$ cat src/pkg/ext_bus_pkg.sv
/*
 Shared constants and carrier types of the external memory bus port.
 Assumes a single 200 MHz clock and a plain register port.
*/
package ext_bus_pkg;
   // ---------------------------------------------------------------
   // Register offsets
   // ---------------------------------------------------------------
   localparam logic [3:0] BCR_OFS  = 4'h0;
   localparam logic [3:0] OMR_OFS  = 4'h1;
   localparam logic [3:0] DCR_OFS  = 4'h2;
   localparam logic [3:0] ATTR_OFS = 4'h3;
   localparam logic [3:0] STAT_OFS = 4'h4;
   // ---------------------------------------------------------------
   // Field positions and reset values
   // ---------------------------------------------------------------
   localparam int WS_LSB      = 0;
   localparam int WS_W        = 5;
   localparam int RHOLD_BIT   = 5;
   localparam int LHOLD_BIT   = 6;
   localparam int ASYNC_BIT   = 0;
   localparam int BME_BIT     = 0;
   localparam logic [6:0] BCR_RST  = 7'h1F;
   localparam logic       OMR_RST  = 1'h0;
   localparam logic       DCR_RST  = 1'h0;
   localparam logic [3:0] ATTR_RST = 4'h0;
   // ---------------------------------------------------------------
   // Timing: four fast clocks per core output clock
   // ---------------------------------------------------------------
   localparam int PH_W = 2;
   localparam logic [1:0] PH_LAST = 2'h3;
   localparam int MAX_WS = 31;
   // ---------------------------------------------------------------
   // Access kinds and carriers
   // ---------------------------------------------------------------
   typedef enum logic [1:0] {K_SRAM, K_SSRAM, K_DRAM} kind_t;
   typedef struct packed {
      logic [23:0] addr;
      logic [23:0] wdata;
      logic        write;
      logic        rmw;
      kind_t       kind;
      logic [3:0]  attr;
   } req_t;
   typedef struct packed {
      logic [3:0]  aa;
      logic        rd_n;
      logic        wr_n;
      logic        bs_n;
      logic        cas_n;
   } strobe_t;
endpackage

$ cat src/ext_bus_port.sv
/*
 External memory bus port: address/data drive, strobes, wait states,
 transfer acknowledge, bus arbitration, parking and lock.
 Assumes pins are resolved by the bench from the active-low enables
 and that the arbiter and core requests run off CLOCK.
*/
// Strobed register access and the address map are this design's own decisions.
// Functional notes
// - Address driven only as master; floats otherwise and in reset; holds when idle.
// - Data bus floats when not master, when idle and in reset.
// - Four attribute lines with programmable polarity; float in reset.
// - Read and write strobes active low as master; float otherwise.
// - Acknowledge ignored unless master with a bus cycle running.
// - Acknowledge sync or async, chosen by a mode register bit.
// - Cycle ends one core period after acknowledge; negated acknowledge stretches.
// - Wait states are the larger of programmed and acknowledge counts; here zero programmed waits and DRAM accesses ignore acknowledge.
// - Acknowledge tied low with zero programmed waits gives zero waits.
// - Bus request follows core or DMA external need and the request hold bit.
// - Request hold bit keeps bus request asserted.
// - Reset negates request, enters slave state, ignores grant.
// - After grant, wait for busy negated, then assert busy.
// - Grant negated releases mastership at end of current cycle.
// - Master may park, keeping busy asserted without activity.
// - Busy released by driving high then floating.
// - Lock asserted from read-modify-write start to end of its write.
// - Lock hold bit keeps lock asserted.
// - Bus strobe low half a core cycle at each cycle start.
// - Column strobe driven as master; floats when slave unless enabled.
// - Bus clock toggles only on synchronous accesses, quarter cycle early.
// - Programmed wait count reaches thirty-one.
module ext_bus_port #(
   parameter int WS_BITS = 5
) (
   input  wire logic                    CLOCK,
   input  wire logic                    SYS_RST,
   input  wire logic [3:0]              REG_ADDR,
   input  wire logic [23:0]             REG_WDATA,
   input  wire logic                    REG_WR,
   input  wire logic                    REG_RD,
   output logic [23:0]                  REG_RDATA,
   input  wire logic                    REQ_VALID,
   input  wire ext_bus_pkg::req_t       REQ,
   output logic                         REQ_READY,
   output logic                         DONE,
   output logic [23:0]                  RDATA,
   output logic                         CORE_CLOCK_OUT,
   output logic [23:0]                  A_OUT,
   output logic                         A_OE_N,
   input  wire logic [23:0]             D_IN,
   output logic [23:0]                  D_OUT,
   output logic                         D_OE_N,
   output ext_bus_pkg::strobe_t         STB_OUT,
   output logic                         STB_OE_N,
   output logic                         CAS_OE_N,
   output logic                         BCLK,
   output logic                         BCLK_OE_N,
   input  wire logic                    TRANSFER_ACK_N,
   output logic                         BUS_REQUEST_N,
   input  wire logic                    BUS_GRANT_N,
   input  wire logic                    BUS_BUSY_N_IN,
   output logic                         BUS_BUSY_N_OUT,
   output logic                         BUS_BUSY_N_OE_N,
   output logic                         BUS_LOCK_N
);
   // ---------------------------------------------------------------
   // Registers
   // ---------------------------------------------------------------
   logic [6:0]  bus_control_reg;
   logic        operating_mode_reg;
   logic        dram_control_reg;
   logic [3:0]  attr_pol_reg;
   logic [WS_BITS-1:0] ws_prog;
   logic        request_hold_bit;
   logic        lock_hold_bit;

   assign ws_prog          = bus_control_reg[ext_bus_pkg::WS_LSB +: WS_BITS];
   assign request_hold_bit = bus_control_reg[ext_bus_pkg::RHOLD_BIT];
   assign lock_hold_bit    = bus_control_reg[ext_bus_pkg::LHOLD_BIT];

   always_ff @(posedge CLOCK or posedge SYS_RST) begin
      if (SYS_RST) begin
         bus_control_reg    <= ext_bus_pkg::BCR_RST;
         operating_mode_reg <= ext_bus_pkg::OMR_RST;
         dram_control_reg   <= ext_bus_pkg::DCR_RST;
         attr_pol_reg       <= ext_bus_pkg::ATTR_RST;
      end else if (REG_WR) begin
         unique case (REG_ADDR)
            ext_bus_pkg::BCR_OFS:  bus_control_reg    <= REG_WDATA[6:0];
            ext_bus_pkg::OMR_OFS:  operating_mode_reg <= REG_WDATA[ext_bus_pkg::ASYNC_BIT];
            ext_bus_pkg::DCR_OFS:  dram_control_reg   <= REG_WDATA[ext_bus_pkg::BME_BIT];
            ext_bus_pkg::ATTR_OFS: attr_pol_reg       <= REG_WDATA[3:0];
            default: ;
         endcase
      end
   end

   // ---------------------------------------------------------------
   // Core clock phases
   // ---------------------------------------------------------------
   logic [ext_bus_pkg::PH_W-1:0] ph_reg;
   logic                         ph_end;
   assign ph_end = (ph_reg == ext_bus_pkg::PH_LAST);

   always_ff @(posedge CLOCK or posedge SYS_RST) begin
      if (SYS_RST) ph_reg <= '0;
      else ph_reg <= ph_reg + 2'h1;
   end

   always_ff @(posedge CLOCK or posedge SYS_RST) begin
      if (SYS_RST) CORE_CLOCK_OUT <= 1'b0;
      else CORE_CLOCK_OUT <= (ph_reg == 2'h3) || (ph_reg == 2'h0);
   end

   // ---------------------------------------------------------------
   // Pin synchronisers; first stage read only by the second
   // ---------------------------------------------------------------
   logic [2:0] s1_reg;
   logic [2:0] s2_reg;
   logic       ack_a_reg;
   logic       ack_n_pin;
   logic       grant;
   logic       busy_ext;

   always_ff @(posedge CLOCK or posedge SYS_RST) begin
      if (SYS_RST) begin
         s1_reg    <= 3'h7;
         s2_reg    <= 3'h7;
         ack_a_reg <= 1'b1;
      end else begin
         s1_reg    <= {TRANSFER_ACK_N, BUS_GRANT_N, BUS_BUSY_N_IN};
         s2_reg    <= s1_reg;
         ack_a_reg <= s2_reg[2];
      end
   end

   // Async mode spends one extra stage for margin on a free-running input
   assign ack_n_pin = operating_mode_reg ? ack_a_reg : s2_reg[2];
   assign grant     = ~s2_reg[1];
   assign busy_ext  = ~s2_reg[0];

   // ---------------------------------------------------------------
   // Arbitration
   // ---------------------------------------------------------------
   typedef enum logic [1:0] {ARB_SLAVE, ARB_WAIT, ARB_MASTER, ARB_RELEASE} arb_t;
   arb_t arb_reg;
   logic master;
   logic cyc_busy;
   logic busy_drive_reg;

   assign master = (arb_reg == ARB_MASTER);

   always_ff @(posedge CLOCK or posedge SYS_RST) begin
      if (SYS_RST) arb_reg <= ARB_SLAVE;
      else if (ph_end) begin
         unique case (arb_reg)
            ARB_SLAVE:   if (grant) arb_reg <= ARB_WAIT;
            ARB_WAIT: begin
               if (!grant) arb_reg <= ARB_SLAVE;
               else if (!busy_ext) arb_reg <= ARB_MASTER;
            end
            // Parks while grant stays, whatever the request does
            ARB_MASTER:  if (!grant && !cyc_busy) arb_reg <= ARB_RELEASE;
            ARB_RELEASE: arb_reg <= ARB_SLAVE;
         endcase
      end
   end

   // Busy driven low as master, high for one core cycle on release
   always_ff @(posedge CLOCK or posedge SYS_RST) begin
      if (SYS_RST) begin
         BUS_BUSY_N_OUT  <= 1'b1;
         BUS_BUSY_N_OE_N <= 1'b1;
         busy_drive_reg  <= 1'b0;
      end else begin
         BUS_BUSY_N_OUT  <= ~master;
         BUS_BUSY_N_OE_N <= ~(master || arb_reg == ARB_RELEASE);
         busy_drive_reg  <= master;
      end
   end

   always_ff @(posedge CLOCK or posedge SYS_RST) begin
      if (SYS_RST) BUS_REQUEST_N <= 1'b1;
      else BUS_REQUEST_N <= ~(REQ_VALID || request_hold_bit);
   end

   // ---------------------------------------------------------------
   // Bus cycle engine, steps at core cycle ends
   // ---------------------------------------------------------------
   ext_bus_pkg::req_t cur_reg;
   logic [WS_BITS-1:0] wcnt_reg;
   logic               first_reg;
   logic               ack_q_reg;
   logic               finish;
   logic               ws_met;
   logic               lock_reg;

   function automatic logic ack_ok(input logic [WS_BITS-1:0] ws, input logic ack,
                                   input ext_bus_pkg::kind_t k);
      // Zero waits and dynamic memory do not look at acknowledge
      ack_ok = (ws == '0) || ack || (k == ext_bus_pkg::K_DRAM);
   endfunction

   assign ws_met    = (wcnt_reg >= ws_prog);
   assign finish    = cyc_busy && ph_end && ws_met && ack_ok(ws_prog, ack_q_reg, cur_reg.kind);
   assign REQ_READY = master && grant && ph_end && (!cyc_busy || finish);

   always_ff @(posedge CLOCK or posedge SYS_RST) begin
      if (SYS_RST) begin
         cyc_busy  <= 1'b0;
         cur_reg   <= '0;
         wcnt_reg  <= '0;
         first_reg <= 1'b0;
      end else if (ph_end) begin
         if (REQ_VALID && REQ_READY) begin
            cyc_busy  <= 1'b1;
            cur_reg   <= REQ;
            wcnt_reg  <= '0;
            first_reg <= 1'b1;
         end else begin
            if (finish) cyc_busy <= 1'b0;
            if (cyc_busy && !ws_met) wcnt_reg <= wcnt_reg + 1'b1;
            first_reg <= 1'b0;
         end
      end
   end

   // Acknowledge seen at a core cycle end closes the cycle after it
   always_ff @(posedge CLOCK or posedge SYS_RST) begin
      if (SYS_RST) ack_q_reg <= 1'b0;
      else if (ph_end) ack_q_reg <= master && cyc_busy && !ack_n_pin && !finish;
   end

   always_ff @(posedge CLOCK or posedge SYS_RST) begin
      if (SYS_RST) begin
         DONE  <= 1'b0;
         RDATA <= '0;
      end else begin
         DONE <= finish;
         if (finish && !cur_reg.write) RDATA <= D_IN;
      end
   end

   always_ff @(posedge CLOCK or posedge SYS_RST) begin
      if (SYS_RST) lock_reg <= 1'b0;
      else if (ph_end && REQ_VALID && REQ_READY && REQ.rmw) lock_reg <= 1'b1;
      else if (finish && cur_reg.rmw && cur_reg.write) lock_reg <= 1'b0;
   end

   always_ff @(posedge CLOCK or posedge SYS_RST) begin
      if (SYS_RST) BUS_LOCK_N <= 1'b1;
      else BUS_LOCK_N <= ~(lock_reg || lock_hold_bit);
   end

   // ---------------------------------------------------------------
   // Pin drive
   // ---------------------------------------------------------------
   logic active;
   logic dram;
   assign active = cyc_busy && master;
   assign dram   = (cur_reg.kind == ext_bus_pkg::K_DRAM);

   // Address holds its last value between cycles to save toggling
   always_ff @(posedge CLOCK or posedge SYS_RST) begin
      if (SYS_RST) begin
         A_OUT  <= '0;
         A_OE_N <= 1'b1;
      end else begin
         A_OE_N <= ~master;
         if (active) A_OUT <= cur_reg.addr;
      end
   end

   always_ff @(posedge CLOCK or posedge SYS_RST) begin
      if (SYS_RST) begin
         D_OUT  <= '0;
         D_OE_N <= 1'b1;
      end else begin
         D_OE_N <= ~(active && cur_reg.write);
         if (active && cur_reg.write) D_OUT <= cur_reg.wdata;
      end
   end

   always_ff @(posedge CLOCK or posedge SYS_RST) begin
      if (SYS_RST) begin
         STB_OUT  <= '1;
         STB_OE_N <= 1'b1;
         CAS_OE_N <= 1'b1;
      end else begin
         STB_OE_N      <= ~master;
         CAS_OE_N      <= ~(master || dram_control_reg);
         STB_OUT.aa    <= (active ? cur_reg.attr : 4'h0) ^ attr_pol_reg;
         STB_OUT.rd_n  <= ~(active && !cur_reg.write);
         STB_OUT.wr_n  <= ~(active && cur_reg.write);
         STB_OUT.bs_n  <= ~(active && first_reg && ph_reg[1] == 1'b1);
         STB_OUT.cas_n <= ~(active && dram && !first_reg);
      end
   end

   // Bus clock leads the core clock by one fast phase
   always_ff @(posedge CLOCK or posedge SYS_RST) begin
      if (SYS_RST) begin
         BCLK      <= 1'b0;
         BCLK_OE_N <= 1'b1;
      end else begin
         BCLK_OE_N <= ~master;
         BCLK      <= active && cur_reg.kind == ext_bus_pkg::K_SSRAM &&
                      (ph_reg == 2'h2 || ph_reg == 2'h3);
      end
   end

   // ---------------------------------------------------------------
   // Register read
   // ---------------------------------------------------------------
   always_ff @(posedge CLOCK or posedge SYS_RST) begin
      if (SYS_RST) REG_RDATA <= '0;
      else if (REG_RD) begin
         unique case (REG_ADDR)
            ext_bus_pkg::BCR_OFS:  REG_RDATA <= {17'h0, bus_control_reg};
            ext_bus_pkg::OMR_OFS:  REG_RDATA <= {23'h0, operating_mode_reg};
            ext_bus_pkg::DCR_OFS:  REG_RDATA <= {23'h0, dram_control_reg};
            ext_bus_pkg::ATTR_OFS: REG_RDATA <= {20'h0, attr_pol_reg};
            ext_bus_pkg::STAT_OFS: REG_RDATA <= {19'h0, lock_reg, cyc_busy, busy_drive_reg,
                                                 arb_reg};
            default:               REG_RDATA <= '0;
         endcase
      end
   end
endmodule

$ cat config.mk
export PLATFORM = sky130hd
export DESIGN_NAME = ext_bus_port
export DESIGN_NICKNAME = d
export VERILOG_FILES = /design/src/pkg/ext_bus_pkg.sv /design/src/ext_bus_port.sv
export SDC_FILE = /design/constraint.sdc
export NUM_CORES = 1
export LEC_CHECK = 0
export BUFFER_PORTS_ARGS = -buffer_cell sky130_fd_sc_hd__buf_2
export CORE_MARGIN = 1.5
export CORE_UTILIZATION = 51
export CTS_CLUSTER_SIZE = 28
export DETAILED_ROUTE_END_ITERATION = 16
export PLACE_DENSITY = 0.8
export SYNTH_ARGS = -nofsm -noshare
export SYNTH_HDL_FRONTEND = slang
export SYNTH_SLANG_ARGS = --single-unit
$ cat constraint.sdc
create_clock -name CLOCK -period 17.8 [get_ports CLOCK]
set_clock_uncertainty 0.05 [all_clocks]
set_input_delay 2.67 -clock CLOCK [delete_from_list [all_inputs] [get_ports CLOCK]]
set_output_delay 2.67 -clock CLOCK [all_outputs]
set_load 0.05 [all_outputs]
==> report_table.html <==
<table>
<tr><th>Metric</th><th>Value</th></tr>
<tr><th colspan="2">Status</th></tr>
<tr><td>Status</td><td>finished, final reports clean</td></tr>
<tr><th colspan="2">STA</th></tr>
<tr><td>RSZ-0062 raised after global routing</td><td>no</td></tr>
<tr><td>Final setup violating endpoints</td><td>0</td></tr>
<tr><td>Worst Tran Pin Value</td><td>1.135 ns</td></tr>
<tr><td>Final setup margin</td><td>12.50 ns</td></tr>
<tr><td>Max frequency</td><td>about 190 MHz</td></tr>
<tr><td>Final critical-path share of the clock period</td><td>29.76%</td></tr>
<tr><td>Max_slew headroom</td><td>24.17%</td></tr>
<tr><td>Shortest period the worst path allows</td><td>5.297 ns</td></tr>
<tr><td>Fin. max-slew vios</td><td>0</td></tr>
<tr><td>Worst Hold Margin</td><td>roughly 0.3 ns</td></tr>
<tr><td>Final-report hold violation count</td><td>0</td></tr>
<tr><td>Final-layout setup total negative slack</td><td>0 ns</td></tr>
<tr><th colspan="2">Clocking</th></tr>
<tr><td>Clock buffer depth</td><td>2</td></tr>
<tr><td>Number of H-tree branching levels</td><td>4</td></tr>
<tr><td>Clock transition at the registers of the reported paths</td><td>roughly 0.06 ns</td></tr>
<tr><td>Number of buffers added by the clock tree synthesis step</td><td>17</td></tr>
<tr><td>Root buf cell</td><td>clkbuf_16</td></tr>
<tr><td>Hold buffer count at CTS</td><td>0</td></tr>
<tr><td>TritonCTS clock tree</td><td>done</td></tr>
<tr><td>Resized cells post-CTS</td><td>0</td></tr>
<tr><td>CTS sink count</td><td>185</td></tr>
<tr><td>Clk_lat worst skew</td><td>0.42 ns</td></tr>
<tr><td>Setup Buffers After CTS</td><td>0</td></tr>
<tr><th colspan="2">Synthesis</th></tr>
<tr><td>Cell taking the most area after synthesis</td><td>dfrtp_1</td></tr>
<tr><td>Number of storage elements in the synthesis netlist</td><td>185</td></tr>
<tr><td>Synthesized-area fraction occupied by adder cells</td><td>1.326%</td></tr>
<tr><td>Parity-gate share of the synthesized area counting xor and xnor cells</td><td>less than 1%</td></tr>
<tr><td>Synth Flop Type</td><td>dfrtp_1</td></tr>
<tr><td>Post-synth top area share</td><td>53.03%</td></tr>
<tr><td>Synth Cell Area</td><td>7550 µm²</td></tr>
<tr><td>Largest family of logic cells by synthesized area</td><td>multiplexers</td></tr>
<tr><td>Count of flip-flops with a built-in enable after synthesis</td><td>0</td></tr>
<tr><td>Portion of the post-synthesis area used by sequential elements</td><td>61.73%</td></tr>
<tr><td>Area fraction in compound gates after synthesis</td><td>under 10%</td></tr>
<tr><td>Unique cell type count in the Yosys netlist</td><td>51</td></tr>
<tr><td>Synthesized area per cell</td><td>around 13 µm²</td></tr>
<tr><td>Top area cells in the synthesized netlist</td><td>dfrtp_1 (53%), mux2_2 (14%), dfstp_2 (8.7%), nand2_1 (4.6%), mux2_4 (4.0%)</td></tr>
<tr><td>Share of flip-flops with an asynchronous set or reset</td><td>100.0%</td></tr>
<tr><td>Share of synthesized area spent on multiplexers</td><td>between 10% and 20%</td></tr>
<tr><td>Post-Synth Simple-Gate Area</td><td>under 10%</td></tr>
<tr><td>Number of instances in the synthesized netlist</td><td>567</td></tr>
<tr><td>Yosys synthesis warning count</td><td>0</td></tr>
<tr><th colspan="2">Placement</th></tr>
<tr><td>RePlAce Congestion</td><td>0.8347</td></tr>
<tr><td>Setup slack at placement</td><td>approximately 13 ns</td></tr>
<tr><td>Detailed Place HPWL</td><td>10,730 µm</td></tr>
<tr><td>Instance area after placement</td><td>roughly 8500 µm²</td></tr>
<tr><td>Buffers on Ports</td><td>198</td></tr>
<tr><th colspan="2">Critical path</th></tr>
<tr><td>Maximum fanout along the worst path</td><td>5</td></tr>
<tr><td>Slack of the worst reg-to-reg path</td><td>roughly 15 ns</td></tr>
<tr><td>Master of the slowest instance on the critical path</td><td>dfstp_2</td></tr>
<tr><td>Worst endpoint data arrival time</td><td>2.58 ns</td></tr>
<tr><td>Critical Path Sink Type</td><td>output port</td></tr>
<tr><td>Required arrival time at the worst endpoint</td><td>15.08 ns</td></tr>
<tr><td>Critical Path Start Type</td><td>flop</td></tr>
<tr><td>Crit-path cells</td><td>inv_1 -&gt; ha_1 -&gt; a21oi_1 -&gt; nand2_1 -&gt; a31oi_1 -&gt; nor2_1 -&gt; nor4b_1 -&gt; buf_2</td></tr>
<tr><td>Worst setup path category</td><td>reg2out</td></tr>
<tr><td>Crit path largest cell delay</td><td>0.55 ns</td></tr>
<tr><th colspan="2">Power</th></tr>
<tr><td>Maximum ir drop on the vdd rail</td><td>between 0.06 and 0.07 mV</td></tr>
<tr><td>Power per cell area</td><td>148.4 nW/µm²</td></tr>
<tr><td>Standby leakage power</td><td>between 4 and 5 nW</td></tr>
<tr><td>Total power consumption of the routed design</td><td>0.001349 W</td></tr>
<tr><th colspan="2">GRT</th></tr>
<tr><td>Aggregate global-route resource usage</td><td>20.42%</td></tr>
<tr><td>Number of antenna violations at the first check in global routing</td><td>2</td></tr>
<tr><td>Global-route wire length before repair</td><td>approximately 25,000 µm</td></tr>
<tr><td>Largest net degree at the start of global routing</td><td>~110</td></tr>
<tr><td>Vias in the first global route</td><td>5,160</td></tr>
<tr><td>Overflow left after global routing</td><td>0</td></tr>
<tr><th colspan="2">Detailed routing</th></tr>
<tr><td>Number of routed nets with antenna violations</td><td>0</td></tr>
<tr><td>DRC errors left</td><td>0</td></tr>
<tr><td>Routed wire per std cell</td><td>roughly 16 µm</td></tr>
<tr><td>Per-cell via count in the routed design</td><td>5.150</td></tr>
<tr><td>First-pass DRT Iterations</td><td>4</td></tr>
<tr><td>Post-Route WL</td><td>approximately 15,000 µm</td></tr>
<tr><td>Via count of the routed design</td><td>4,934</td></tr>
<tr><td>Number of design-rule violations left by the first detailed-router iteration</td><td>195</td></tr>
<tr><th colspan="2">Floorplanning</th></tr>
<tr><td>Total core area</td><td>14,480 µm²</td></tr>
<tr><td>Initial standard-cell utilization of the core</td><td>52.14%</td></tr>
<tr><td>Horiz. Die Dim</td><td>124.7 µm</td></tr>
<tr><td>Standard-cell row count</td><td>between 40 and 50</td></tr>
<tr><td>IO Pins</td><td>between 200 and 250</td></tr>
<tr><td>Die Footprint</td><td>15,540 µm²</td></tr>
<tr><td>Die Span Y</td><td>124.7 µm</td></tr>
<tr><th colspan="2">Finish</th></tr>
<tr><td>Share of cells above drive strength 1</td><td>48.64%</td></tr>
<tr><td>Number of flip-flops under the largest register name</td><td>56</td></tr>
<tr><td>Fill cells</td><td>1,125</td></tr>
<tr><td>Most frequent standard cell in the layout excluding fill and tap cells</td><td>buf_2</td></tr>
<tr><td>Post-Layout Inst Area</td><td>9086 µm²</td></tr>
<tr><td>Layout area overhead</td><td>20.35%</td></tr>
<tr><td>Most frequent cells in the layout</td><td>buf_2 (198), dfrtp_1 (160), mux2_2 (94)</td></tr>
<tr><td>Net count reported at finish</td><td>884</td></tr>
<tr><th colspan="2">Worst hold path</th></tr>
<tr><td>HP Class</td><td>reg2reg</td></tr>
<tr><th colspan="2">Run</th></tr>
<tr><td>Max capacitance violation total</td><td>0</td></tr>
</table>
routing by layer:
metal	GRT usage (%)	vias to the layer above	wire length, µm
li1	-	2273	-
met1	25.47	2434	6413
met2	33.58	206	7366
met3	6.658	19	1217
met4	7.099	2	190
met5	0	-	13
worst max-delay path: cells and delay by family, from the launching register on:
kind | cells | cell delay, ns
AND/OR/NAND/NOR | 3 | 0.36
buffers and inverters | 2 | 0.27
flip-flops | 1 | 0.55
adder cells (fa/ha/maj) | 1 | 0.35
AO/OA/AOI/OAI | 2 | 0.63
power breakdown:
group	switching, W	leakage (nW)	internal, W
Clock	0.000160	0.260	0.000194
Sequential	0.0000539	2.39	0.000511
Combinational	0.000303	2.16	0.000126
Total	0.000518	4.81	0.000831
worst paths after layout:
path / endpoint / depth (start not counted) / start
max in group asynchronous: A_OUT[3]$_DFFE_PP0P_ / 3 / SYS_RST
worst min-delay path: s2_reg[1]$_DFF_PP1_ / 0 / s1_reg[1]$_DFF_PP1_
worst max-delay path: REQ_READY / 8 / bus_control_reg[4]$_DFFE_PP1P_
worst max register to register: cur_reg[53]$_DFFE_PP0P_ / 8 / bus_control_reg[2]$_DFFE_PP1P_
min in group asynchronous: D_OUT[4]$_DFFE_PP0P_ / 2 / SYS_RST
worst min register to register: s2_reg[1]$_DFF_PP1_ / 0 / s1_reg[1]$_DFF_PP1_
logic make-up after synthesis:
| family | after synthesis |
|---|---|
| flops | 185 |
| simple gates | 140 |
| mux | 119 |
| buf+inv | 65 |
| compound gates | 43 |
| fa+ha+maj | 8 |
| xor+xnor | 6 |
| other cells | 1 |
cell usage after synthesis, types with 6 or more instances:
| cell | instances |
|---|---|
| clkbuf_1 | 7 |
| dfstp_2 | 25 |
| buf_4 | 21 |
| dfrtp_1 | 160 |
| buf_6 | 7 |
| mux2_4 | 20 |
| nor2_1 | 15 |
| xnor2_1 | 6 |
| ha_1 | 8 |
| nand3_1 | 7 |
| inv_1 | 20 |
| nand2_1 | 92 |
| o21ai_0 | 15 |
| buf_2 | 7 |
| mux2_2 | 94 |
final cells by class:
| class | count | area, µm² | share of cell area (%) |
|---|---|---|---|
| Sequential cell | 185 | 4661 | 51.29 |
| Multi-Input combinational cell | 333 | 2532 | 27.87 |
| Timing Repair Buffer | 202 | 1021 | 11.24 |
| Clock buffer | 19 | 432.9 | 4.765 |
| Tap cell | 184 | 230.2 | 2.534 |
| Clock inverter | 13 | 122.6 | 1.349 |
| Inverter | 21 | 83.83 | 0.9226 |
| Antenna cell | 1 | 2.502 | 0.02754 |
stage by stage:
| stage | cells | utilization [%] |
|---|---|---|
| after floorplan | 583 | - |
| after global placement | 925 | 58.90 |
| after detailed placement | 925 | 58.90 |
| after CTS | 957 | 62.74 |
| after global routing | 957 | 62.74 |
| final | 958 | 62.75 |
(Power assumes the default switching activity.)
